File: config.mk
export PLATFORM = sky130hd
export DESIGN_NAME = csfc_top
export DESIGN_NICKNAME = d
export VERILOG_FILES = /design/src/csfc_pkg.sv /design/src/csfc_clk_switch.sv /design/src/csfc_top.sv
export SDC_FILE = /design/constraint.sdc
export NUM_CORES = 1
export LEC_CHECK = 0
export BUFFER_PORTS_ARGS = -buffer_cell sky130_fd_sc_hd__buf_2
export CORE_AREA = 4 4 121 123
export DETAILED_ROUTE_END_ITERATION = 7
export DIE_AREA = 0 0 125 127
export PLACE_DENSITY = 0.72
export SKIP_LAST_GASP = 1
export SLEW_MARGIN = 0
export SYNTH_ARGS = -nofsm -noshare
export SYNTH_HDL_FRONTEND = slang
export SYNTH_HIERARCHICAL = 1
export SYNTH_SLANG_ARGS = --single-unit
export TNS_END_PERCENT = 5
File: constraint.sdc
create_clock -name i_clk_sys -period 5.25 [get_ports i_clk_sys]
set_input_delay 0.2625 -clock i_clk_sys [delete_from_list [all_inputs] [get_ports i_clk_sys]]
set_output_delay 0.2625 -clock i_clk_sys [all_outputs]
set_load 0.1 [all_outputs]
File: src/csfc_pkg.sv
package csfc_pkg;
    // register byte offsets
    localparam logic [7:0] ADDR_CTRL = 8'h00;
    localparam logic [7:0] ADDR_DCO  = 8'h04;
    localparam logic [7:0] ADDR_CSEL = 8'h08;
    localparam logic [7:0] ADDR_IE   = 8'h0c;
    localparam logic [7:0] ADDR_IFG  = 8'h10;
    localparam logic [7:0] ADDR_STAT = 8'h14;
    // control register bit positions
    localparam int CTRL_SPEED = 0;
    localparam int CTRL_X1OFF = 1;
    localparam int CTRL_X2OFF = 2;
    localparam int CTRL_ROFF  = 3;
    localparam int CTRL_RES   = 4;
    // oscillator setting field positions
    localparam int DCO_STEP_LSB  = 0;
    localparam int DCO_MOD_LSB   = 3;
    localparam int DCO_RANGE_LSB = 8;
    // main select in [1:0], submain select in bit 2
    localparam int CSEL_SUB = 2;
    // enable and flag position
    localparam int FLAG_BIT = 1;
    // values after reset, highest step and last modulation phase
    localparam logic [4:0] CTRL_RST  = 5'h00;
    localparam logic [2:0] RANGE_RST = 3'h4;
    localparam logic [2:0] STEP_RST  = 3'h3;
    localparam logic [4:0] MOD_RST   = 5'h00;
    localparam logic [2:0] STEP_MAX  = 3'h7;
    localparam logic [4:0] PHASE_END = 5'h1f;
    // clock source codes
    localparam logic [1:0] SRC_RING = 2'h0;
    localparam logic [1:0] SRC_XT1  = 2'h1;
    localparam logic [1:0] SRC_XT2  = 2'h2;
    // timing
    localparam int unsigned CLK_PERIOD_NS = 4;
    localparam int unsigned FAULT_TIME_NS = 50000;
    localparam int unsigned FAULT_CYCLES  = FAULT_TIME_NS / CLK_PERIOD_NS;
endpackage

File: src/csfc_clk_switch.sv
`timescale 1ns/1ns
`default_nettype none
module csfc_clk_switch
    import csfc_pkg::*;
(
    input  wire logic       i_clk_sys,
    input  wire logic       i_rst_n,
    input  wire logic [2:0] i_src_lvl,
    input  wire logic [1:0] i_sel,
    output logic            o_clk,
    output logic [1:0]      o_cur
);
    typedef enum logic [1:0] {SW_RUN, SW_FINISH, SW_HOLD} csfc_sw_state_type;

    csfc_sw_state_type state_reg;
    logic [2:0]        prev_reg;
    logic [2:0]        rise;

    // level of one source, unknown codes fall back to the ring
    function automatic logic pick(input logic [2:0] lvl, input logic [1:0] sel);
        pick = (sel == SRC_XT1) ? lvl[1] : (sel == SRC_XT2) ? lvl[2] : lvl[0];
    endfunction

    assign rise = i_src_lvl & ~prev_reg;

    // previous levels for edge detection
    always_ff @(posedge i_clk_sys or negedge i_rst_n) begin
        if (!i_rst_n) begin
            prev_reg <= 3'h0;
        end else begin
            prev_reg <= i_src_lvl;
        end
    end

    // finish old cycle, park high, resume on the new rising edge
    always_ff @(posedge i_clk_sys or negedge i_rst_n) begin
        if (!i_rst_n) begin
            state_reg <= SW_RUN;
            o_cur     <= SRC_RING;
            o_clk     <= 1'b0;
        end else begin
            case (state_reg)
                SW_RUN: begin
                    o_clk <= pick(i_src_lvl, o_cur);
                    if (i_sel != o_cur) begin
                        state_reg <= SW_FINISH; // RULE20
                    end
                end
                SW_FINISH: begin
                    if (pick(rise, o_cur)) begin
                        o_clk     <= 1'b1; // RULE20
                        state_reg <= SW_HOLD;
                    end else begin
                        o_clk <= pick(i_src_lvl, o_cur);
                    end
                end
                SW_HOLD: begin
                    // no short pulse can escape while parked high
                    o_clk <= 1'b1;
                    if (pick(rise, i_sel)) begin
                        o_cur     <= i_sel; // RULE20
                        state_reg <= SW_RUN;
                    end
                end
                default: begin
                    state_reg <= SW_RUN;
                end
            endcase
        end
    end
endmodule // csfc_clk_switch
`default_nettype wire

File: src/csfc_top.sv
`timescale 1ns/1ns
`default_nettype none
// Behaviour
// RULE1 - speed select bit 0 runs crystal one low-speed, 1 high-speed
// RULE2 - crystal one off bit stops it only when no clock uses it
// RULE3 - crystal two off bit stops it only when no clock uses it
// RULE4 - ring off bit stops ring only when no clock uses it
// RULE5 - software keeps off bit clear when a crystal input is external
// RULE6 - reset: internal resistor, range 4, step 3, both clocks on ring
// RULE7 - resistor select bit picks internal or external resistor
// RULE8 - three-bit range and three-bit step fields select ring frequency
// RULE9 - modulation has no effect when step is 7
// RULE10 - count cycles of 32 use higher step; count 0 disables modulation
// RULE11 - fault when high-speed crystal one or crystal two absent 50 us
// RULE12 - on fault, main clock on a monitored crystal moves to ring
// RULE13 - interrupt request while fault flag and its enable both set
// RULE14 - hardware never clears the fault flag; software clears it
// RULE15 - no fault detection for crystal one in low-speed mode
// RULE16 - fault signal high at power-on and on faults; it sets flag; without crystal two it is low at power-on, reset sets the flag
// RULE17 - stopped crystal: fault at once, clears 50 us after restart
// RULE18 - without crystal two, flag cannot clear in low-speed mode
// RULE19 - with crystal two, clearing sticks; low-speed selection ignores flag
// RULE20 - source change: finish cycle, hold high, start on new edge
// RULE21 - fault flag sits at bit 1 of the flag register
// RULE22 - higher-step cycles spread evenly over each 32-cycle period
module csfc_top
    import csfc_pkg::*;
#(
    parameter bit          HAS_XT2   = 1'b1,
    parameter int unsigned FAULT_CYC = FAULT_CYCLES
) (
    input  wire logic        i_clk_sys,
    input  wire logic        i_resetn,
    input  wire logic        i_psel,
    input  wire logic        i_penable,
    input  wire logic        i_pwrite,
    input  wire logic [7:0]  i_paddr,
    input  wire logic [31:0] i_pwdata,
    output logic [31:0]      o_prdata,
    output logic             o_pready,
    output logic             o_pslverr,
    input  wire logic        i_crystal_one_clock,
    input  wire logic        i_crystal_two_clock,
    input  wire logic        i_ring_osc_clock,
    input  wire logic        i_active_mode,
    output logic             o_crystal_one_en,
    output logic             o_crystal_one_hf,
    output logic             o_crystal_two_en,
    output logic             o_ring_osc_en,
    output logic             o_resistor_ext,
    output logic [2:0]       o_range_select,
    output logic [2:0]       o_ring_step,
    output logic             o_main_clock,
    output logic             o_submain_clock,
    output logic             o_nmi_req
);
    logic       rst_meta_reg;
    logic       rst_n;
    logic [4:0] ctrl_reg;
    logic [2:0] step_reg;
    logic [4:0] mod_reg;
    logic [2:0] range_reg;
    logic [1:0] main_sel_reg;
    logic       sub_sel_reg;
    logic       ie_reg;
    logic       flag_reg;
    logic [1:0] prev_reg;
    logic       ring_prev_reg;
    logic [15:0] absent_reg [2];
    logic [15:0] good_reg [2];
    logic [1:0] fault_reg;
    logic [4:0] phase_reg;
    logic [4:0] acc_reg;
    logic [5:0] acc_next;
    logic       hi_step;
    logic       speed_hf;
    logic [1:0] mon_on;
    logic [1:0] osc_run;
    logic [1:0] osc_edge;
    logic       fault_sig;
    logic [1:0] main_req;
    logic [1:0] main_eff;
    logic [1:0] sub_eff;
    logic [1:0] main_cur;
    logic [1:0] sub_cur;
    logic       x1_used;
    logic       x2_used;
    logic       ring_used;
    logic       setup;
    logic       wr_acc;
    logic       flag_clr;
    logic [2:0] main_lvl;

    // a crystal source is watched by the fault detector
    function automatic logic monitored(input logic [1:0] src, input logic hf);
        monitored = (src == SRC_XT2) || ((src == SRC_XT1) && hf);
    endfunction

    // without crystal two its code falls back to crystal one
    function automatic logic [1:0] map_src(input logic [1:0] src);
        map_src = (src == SRC_XT2 && !HAS_XT2) ? SRC_XT1 : src;
    endfunction

    // a source feeds a clock now or after a pending switch
    function automatic logic in_use(input logic [1:0] src, input logic [1:0] a,
                                    input logic [1:0] b, input logic [1:0] c,
                                    input logic [1:0] d);
        in_use = (a == src) || (b == src) || (c == src) || (d == src);
    endfunction

    // reset release through two flops
    always_ff @(posedge i_clk_sys or negedge i_resetn) begin
        if (!i_resetn) begin
            rst_meta_reg <= 1'b0;
            rst_n        <= 1'b0;
        end else begin
            rst_meta_reg <= 1'b1;
            rst_n        <= rst_meta_reg;
        end
    end

    assign speed_hf  = ctrl_reg[CTRL_SPEED];
    assign setup     = i_psel && !i_penable;
    assign wr_acc    = i_psel && i_penable && i_pwrite;
    assign main_req  = map_src(main_sel_reg);
    assign sub_eff   = map_src(sub_sel_reg ? SRC_XT2 : SRC_RING);
    // failover only while the flag is up and the source is watched
    assign main_eff  = (flag_reg && monitored(main_req, speed_hf)) ? SRC_RING : main_req; // RULE12 RULE19
    assign x1_used   = in_use(SRC_XT1, main_eff, sub_eff, main_cur, sub_cur);
    assign x2_used   = in_use(SRC_XT2, main_eff, sub_eff, main_cur, sub_cur);
    assign ring_used = in_use(SRC_RING, main_eff, sub_eff, main_cur, sub_cur);
    assign osc_run   = {o_crystal_two_en, o_crystal_one_en};
    assign mon_on    = {HAS_XT2, speed_hf}; // RULE15
    assign osc_edge  = {i_crystal_two_clock, i_crystal_one_clock} & ~prev_reg;
    // low-speed crystal one never contributes a fault
    assign fault_sig = (fault_reg[0] && speed_hf) || (fault_reg[1] && HAS_XT2); // RULE15 RULE16
    // low-speed crystal one without crystal two keeps the flag up
    assign flag_clr  = wr_acc && (i_paddr == ADDR_IFG) && !i_pwdata[FLAG_BIT]
                       && (HAS_XT2 || speed_hf); // RULE18 RULE19
    assign acc_next  = {1'b0, acc_reg} + {1'b0, mod_reg};
    // carry of the accumulator spreads the higher steps evenly
    assign hi_step   = acc_next[5] && (step_reg != STEP_MAX); // RULE9 RULE22
    // a dead crystal has no edge to finish on, so the ring lends its edges
    assign main_lvl  = {fault_reg[1] ? i_ring_osc_clock : i_crystal_two_clock,
                        fault_reg[0] ? i_ring_osc_clock : i_crystal_one_clock,
                        i_ring_osc_clock}; // RULE12

    // apb register writes, taken in the access phase
    always_ff @(posedge i_clk_sys or negedge rst_n) begin
        if (!rst_n) begin
            ctrl_reg     <= CTRL_RST; // RULE6
            step_reg     <= STEP_RST; // RULE6
            mod_reg      <= MOD_RST;
            range_reg    <= RANGE_RST; // RULE6
            main_sel_reg <= SRC_RING; // RULE6
            sub_sel_reg  <= 1'b0; // RULE6
            ie_reg       <= 1'b0;
        end else if (wr_acc) begin
            case (i_paddr)
                ADDR_CTRL: ctrl_reg <= i_pwdata[4:0];
                ADDR_DCO: begin
                    step_reg  <= i_pwdata[DCO_STEP_LSB +: 3]; // RULE8
                    mod_reg   <= i_pwdata[DCO_MOD_LSB +: 5];
                    range_reg <= i_pwdata[DCO_RANGE_LSB +: 3]; // RULE8
                end
                ADDR_CSEL: begin
                    main_sel_reg <= (i_pwdata[1:0] == 2'h3) ? SRC_XT1 : i_pwdata[1:0];
                    sub_sel_reg  <= i_pwdata[CSEL_SUB];
                end
                ADDR_IE:  ie_reg <= i_pwdata[FLAG_BIT];
                default: begin
                    ie_reg <= ie_reg;
                end
            endcase
        end
    end

    // fault flag: set beats clear, hardware never clears it
    always_ff @(posedge i_clk_sys or negedge rst_n) begin
        if (!rst_n) begin
            flag_reg <= 1'b1;
        end else if (fault_sig) begin
            flag_reg <= 1'b1; // RULE16
        end else if (wr_acc && (i_paddr == ADDR_IFG) && i_pwdata[FLAG_BIT]) begin
            flag_reg <= 1'b1;
        end else if (flag_clr) begin
            flag_reg <= 1'b0; // RULE14
        end
    end

    // interrupt request follows flag and enable
    always_ff @(posedge i_clk_sys or negedge rst_n) begin
        if (!rst_n) begin
            o_nmi_req <= 1'b0;
        end else begin
            o_nmi_req <= flag_reg && ie_reg; // RULE13
        end
    end

    // apb answer: zero wait states, data and error set up in setup
    always_ff @(posedge i_clk_sys or negedge rst_n) begin
        if (!rst_n) begin
            o_prdata  <= 32'h0;
            o_pready  <= 1'b0;
            o_pslverr <= 1'b0;
        end else begin
            o_pready <= 1'b1;
            if (setup) begin
                o_pslverr <= 1'b0;
                case (i_paddr)
                    ADDR_CTRL: o_prdata <= {27'h0, ctrl_reg};
                    ADDR_DCO:  o_prdata <= {21'h0, range_reg, mod_reg, step_reg};
                    ADDR_CSEL: o_prdata <= {29'h0, sub_sel_reg, main_sel_reg};
                    ADDR_IE:   o_prdata <= {30'h0, ie_reg, 1'b0};
                    ADDR_IFG:  o_prdata <= {30'h0, flag_reg, 1'b0}; // RULE21
                    ADDR_STAT: o_prdata <= {25'h0, fault_sig, fault_reg, sub_cur, main_cur};
                    default: begin
                        o_prdata  <= 32'h0;
                        o_pslverr <= 1'b1;
                    end
                endcase
            end
        end
    end

    // oscillator controls; an off bit is ignored while its clock is used
    always_ff @(posedge i_clk_sys or negedge rst_n) begin
        if (!rst_n) begin
            o_crystal_one_en <= 1'b1;
            o_crystal_one_hf <= 1'b0;
            o_crystal_two_en <= 1'b1;
            o_ring_osc_en    <= 1'b1;
            o_resistor_ext   <= 1'b0; // RULE6
            o_range_select   <= RANGE_RST;
        end else begin
            o_crystal_one_hf <= speed_hf; // RULE1
            o_crystal_one_en <= !ctrl_reg[CTRL_X1OFF] || x1_used; // RULE2
            o_crystal_two_en <= HAS_XT2 && (!ctrl_reg[CTRL_X2OFF] || x2_used); // RULE3
            // ring stop only honoured in active mode when unused
            o_ring_osc_en    <= !(ctrl_reg[CTRL_ROFF] && i_active_mode) || ring_used; // RULE4
            o_resistor_ext   <= ctrl_reg[CTRL_RES]; // RULE7
            o_range_select   <= range_reg; // RULE8
        end
    end

    // crystal level history for edge detection
    always_ff @(posedge i_clk_sys or negedge rst_n) begin
        if (!rst_n) begin
            prev_reg <= 2'h0;
        end else begin
            prev_reg <= {i_crystal_two_clock, i_crystal_one_clock};
        end
    end

    // fault detectors: absence counter, then presence run to clear
    always_ff @(posedge i_clk_sys or negedge rst_n) begin
        if (!rst_n) begin
            for (int i = 0; i < 2; i++) begin
                absent_reg[i] <= 16'h0;
                good_reg[i]   <= 16'h0;
            end
            fault_reg <= 2'h3; // RULE16
        end else begin
            for (int i = 0; i < 2; i++) begin
                if (osc_edge[i]) begin
                    absent_reg[i] <= 16'h0;
                end else if (absent_reg[i] < 16'(FAULT_CYC)) begin
                    absent_reg[i] <= absent_reg[i] + 16'h1;
                end
                if (!mon_on[i]) begin
                    fault_reg[i] <= 1'b0; // RULE15
                    good_reg[i]  <= 16'h0;
                end else if (!osc_run[i] || absent_reg[i] >= 16'(FAULT_CYC)) begin
                    fault_reg[i] <= 1'b1; // RULE11 RULE17
                    good_reg[i]  <= 16'h0;
                end else if (good_reg[i] >= 16'(FAULT_CYC - 1)) begin
                    fault_reg[i] <= 1'b0; // RULE17
                end else begin
                    good_reg[i] <= good_reg[i] + 16'h1;
                end
            end
        end
    end

    // modulator, one step per ring rising edge
    always_ff @(posedge i_clk_sys or negedge rst_n) begin
        if (!rst_n) begin
            ring_prev_reg <= 1'b0;
            phase_reg     <= 5'h0;
            acc_reg       <= 5'h0;
            o_ring_step   <= STEP_RST;
        end else begin
            ring_prev_reg <= i_ring_osc_clock;
            if (i_ring_osc_clock && !ring_prev_reg) begin
                phase_reg   <= phase_reg + 5'h1;
                // restart each period so the count is exact per 32 cycles
                acc_reg     <= (phase_reg == PHASE_END) ? 5'h0 : acc_next[4:0]; // RULE10
                o_ring_step <= step_reg + {2'h0, hi_step}; // RULE10
            end
        end
    end

    // glitch-free switches for the two generated clocks
    csfc_clk_switch u_main_sw (
        .i_clk_sys (i_clk_sys),
        .i_rst_n   (rst_n),
        .i_src_lvl (main_lvl),
        .i_sel     (main_eff),
        .o_clk     (o_main_clock),
        .o_cur     (main_cur)
    );

    csfc_clk_switch u_sub_sw (
        .i_clk_sys (i_clk_sys),
        .i_rst_n   (rst_n),
        .i_src_lvl ({i_crystal_two_clock, i_crystal_one_clock, i_ring_osc_clock}),
        .i_sel     (sub_eff),
        .o_clk     (o_submain_clock),
        .o_cur     (sub_cur)
    );
endmodule // csfc_top
`default_nettype wire

Word-level counts from Yosys, hierarchy flattened
Cells that the tools add are included.

Add/sub/neg operators: 7. Magnitude comparators: 6. Equal/unequal tests: 33. Muxes and demuxes: 49. Bitwise logic cells: 6. Reductions and logical operators: 59.

Operator list (count): 16-bit 2-to-1 mux (9); 11-bit case mux with 6 select lines (1); 16-bit by 1-bit adder with 16-bit output, second input constant (4); 16-bit by 14-bit >= comparator with 1-bit output, second input constant (4); 16-bit by 14-bit less-than comparator with 1-bit output, second input constant (2); 1-bit 2-to-1 mux (25); 2-bit 2-to-1 mux (9); 2-bit equality test, second input constant (8); 8-bit by 4-bit equality test with 1-bit output, second input constant (2); 8-bit by 5-bit equality test with 1-bit output, second input constant (2); 1-bit logical OR (16); 2-bit by 1-bit equality test with 1-bit output, second input constant (7); 1-bit logical AND (13); 2-bit zero test (6); 2-bit by 1-bit != test with 1-bit output, second input constant (6); 2-bit case mux with 3 select lines (2); 2-bit AND reduction (6); 3-bit nonzero test (3); 8-bit by 3-bit equality test with 1-bit output, second input constant (1); 1-bit zero test (8); 8-bit zero test (1); 5-bit by 5-bit adder with 6-bit output (1); 3-bit AND (2); 3-bit != test, second input constant (2); other kinds (14) (20).

Register bits after elaboration: 164. Input port bits: 49. Output and inout port bits: 48. Word-level logic and storage cells: 199.

Logic depth before layout (Yosys ltp)
Depth in word-level cells: 10. Gate-level depth with buffers: 10. Gate-level depth less buffers: 10.

Cells and area by module
Netlist, hierarchy kept.

By module, submodules not included: csfc_top (times used 1, cells an instance 611, area an instance 6321.1 µm²); csfc_clk_switch (times used 2, cells an instance 46, area an instance 510.5 µm²).

Worst setup path before layout
OpenSTA, ideal clock, no wires.

Path type: flip-flop to flip-flop. Start point: reg absent_reg[26] (netlist name). End point: reg good_reg[23] (netlist name). Setup time: 72 ps. Data arrival time: 2012 ps. Setup slack: 3166 ps. Cell stages (with the launch flop): 7. Clock period less this slack: 2084 ps. Cells stage by stage: dfrtp_1 > or4_4 > a311oi_4 > and2_4 > nand4_4 > buf_6 > nor2_1.

Cells in the longest elaborated chain, start to end: 4.

Ends and longest elaborated chain: start, declared (line csfc_top.sv:69) `logic [15:0] absent_reg [2];`; start signal, assigned by index (line csfc_top.sv:268) `absent_reg[i] <= absent_reg[i] + 16'h1;`; 16-bit by 14-bit >= comparator with 1-bit output * (line csfc_top.sv:273) `end else if (!osc_run[i] || absent_reg[i] >= 16'(FAULT_CYC)) begin`; 1-bit logical OR * (line csfc_top.sv:273); 16-bit 2-to-1 mux (line csfc_top.sv:273); 16-bit 2-to-1 mux (line csfc_top.sv:270) `if (!mon_on[i]) begin`; end signal, assigned by index (line csfc_top.sv:279) `good_reg[i] <= good_reg[i] + 16'h1;`; end, declared (line csfc_top.sv:70) `logic [15:0] good_reg [2];`.

Mark *: on every way between the ends. The rest lies on a longest branch, timed or not. A chain may end at the register's enable or synchronous reset.

Final worst setup path
Start point: reg absent_reg[26] (netlist name). End point: reg good_reg[17] (netlist name).

The elaborated chain is that of the path after synthesis.

==> results.json <==
{
  "run_status": "finished, final reports clean",
  "power_density_nw_per_um2": 372,
  "netlist_instances": 703,
  "ys_warn_count": 6,
  "vias_per_cell": 5.52,
  "first_iter_violations": 279,
  "ys_top_cells_by_count": "131 x dfrtp_1, 68 x nor2_1, 52 x nand2_1",
  "finalSetupTns_ns": 0,
  "hold_start": "i_crystal_one_clock",
  "fin_crit_sh": 0.434,
  "synth-seq-cells": 143,
  "cp_data_required_time_ns": 5.59,
  "criticalPathCategory": "flop to flop",
  "fin_crit_ns": 2.28,
  "postCtsResizedCells": 0,
  "vias": 5289,
  "rsz0062_at_grt": "no",
  "synth_compound_area_frac": 0.111,
  "drv_slew": 0,
  "track_usage": 0.197,
  "synth_area_um2": 7340,
  "grt_max_degree": 64,
  "r2r-start": "absent_reg[26]",
  "overflow": 0,
  "synth-simple-area-share": 0.185,
  "synth-seq-area-share": 0.489,
  "hold_violations": 0,
  "fin_nets": 838,
  "area_delta_synth_final_pct": 13.1,
  "cts_setup_buffers": 0,
  "htreeDepth": 4,
  "drtAntennaViolNets": 0,
  "yosysMostFrequentCell": "dfrtp_1",
  "io_pins": 97,
  "synth.area.mux_share": 0.0670,
  "antenna_found_initial": 1,
  "setup_viol": 0,
  "synth_edf_count": 0,
  "die_w_um": 125,
  "ctsHoldBuffers": 1,
  "startpoint": "absent_reg[26]",
  "cts_buffers": 17,
  "core_area_um2": 13700,
  "grt_pass1_wl_um": 25700,
  "detail_route.wl_per_cell_um": 15.5,
  "pre_cts_ws_ns": 2.62,
  "relSlewSlack": 0.302,
  "synth_top_family_by_area": "simple AND/OR/NAND/NOR gates",
  "cp-start-kind": "flop",
  "die_area_um2": 15900,
  "p_leak_uw": 0.00376,
  "placementRows": 43,
  "ys_types": 68,
  "cts_tree": "yes",
  "die_y_um": 127,
  "synth_top_cell_area_share": 0.446,
  "clock.fmax_mhz": 439,
  "io_buffer_count": 54,
  "synthAdderAreaFrac": 0.0419,
  "skew_ns": 0.00780,
  "routabilityCongestion": 0.844,
  "synth-async-reset-ratio": 1.00,
  "setup_ws_ns": 2.97,
  "synth.avg_cell_area_um2": 10.4,
  "post_dp_cell_area_um2": 7720,
  "r2r_setup_slack_ns": 2.97,
  "wl_um": 14800,
  "dp_hpwl_um": 10600,
  "post-route-cell-area_um2": 8310,
  "cts_sinks": 143,
  "stdcell_count": 958,
  "cp-end-kind": "flop",
  "drive_gt1_frac": 0.184,
  "dp_cells": 925,
  "clkTransAtPathRegs_ns": 0.06,
  "antenna_cells": 0,
  "arrival_ns": 2.62,
  "synthFlopType": "dfrtp_1",
  "remaining_drc_errors": 0,
  "synth_top_area_cell": "dfrtp_1",
  "synthXorXnorAreaFrac": 0.0561,
  "hp-class": "primary input to flop",
  "max_cap_violations": 0,
  "worstMarginPinSlew_ns": 1.04,
  "firstDrtPassIters": 6,
  "clockRootBuffer": "clkbuf_16",
  "post-route-util": 0.608,
  "peakVddDrop_mv": 0.360,
  "crit_fanout": 14,
  "start_util": 0.537,
  "grt_pass1_vias": 5452,
  "ys_top_cells_by_area": "dfrtp_1 45%, dfstp_2 4.3%, xnor2_1 4.2%",
  "clock_latency_ns": 0.42,
  "clock_path_buffers": 2
}
-- where the power goes --
part | total [uW] | internal [uW] | switching [uW]
sequential | 1340 | 1210 | 130
clock | 1180 | 747 | 434
combinational | 564 | 212 | 352
total | 3090 | 2170 | 916
-- cell families after synthesis --
logic type                 Yosys count
DFF                                143
buffers and inverters               70
and+or+nand+nor                    258
xor gates and xnor gates            47
adders and majority gates           24
other                                2
AOI/OAI and AO/OA                  116
muxes                               43
-- cell type report --
class	instances	area, um2
fillers	1108	5360
well taps	180	225
multi-input cells	515	3490
inverters	30	113
repair buffers	58	303
clock inverters	6	80.1
flip-flops and latches	143	3600
clock buffers	26	499
-- through the flow --
step / hold WS [ns] / total power (uW)
finish: 0.0255 / 3090
detailed placement: 0.0504 / 1930
CTS: 0.0228 / 3110
floorplan: -0.0331 / 1820
global placement: 0.0464 / 1890
global route: 0.0209 / 3260
-- worst max-delay path, cell delays in order, from the launching register on --
cell      delay (ns)
dfrtp_1         0.41
or4_4           0.57
a311oi_4        0.52
and2_4          0.27
nand4_4         0.22
a21oi_1         0.20
-- final timing paths --
path	end	cells after the start
hold / removal	prev_reg[0]	1
setup reg to reg	good_reg[17]	5
max in group asynchronous	o_prdata[4]	1
setup / recovery	good_reg[17]	5
hold reg to reg	good_reg[27]	0
min in group asynchronous	rst_meta_reg	2
-- placed cells by master (no fill, tap or decap), drive strengths merged, types with 18 or more instances in the layout --
| cell | netlist | routed |
|---|---|---|
| mux2 | 33 | 33 |
| nand3 | 18 | 18 |
| a21oi | 28 | 28 |
| nand4 | 18 | 18 |
| ha | 23 | 23 |
| inv | 30 | 30 |
| buf | 27 | 57 |
| clkbuf | 13 | 26 |
| xnor2 | 35 | 35 |
| conb | 2 | 27 |
| nand2 | 52 | 52 |
| o21ai | 29 | 29 |
| dfrtp | 131 | 131 |
| nor2 | 68 | 68 |
-- layer usage --
metal  GRT usage  part of all wire  up-vias
met3      0.0610             0.042       19
met2       0.336              0.51      100
met5           0           0.00047        -
met4      0.0529             0.016        2
li1            -                 -     2563
met1       0.245              0.44     2605
No activity file was read; power rests on OpenSTA's default activity.
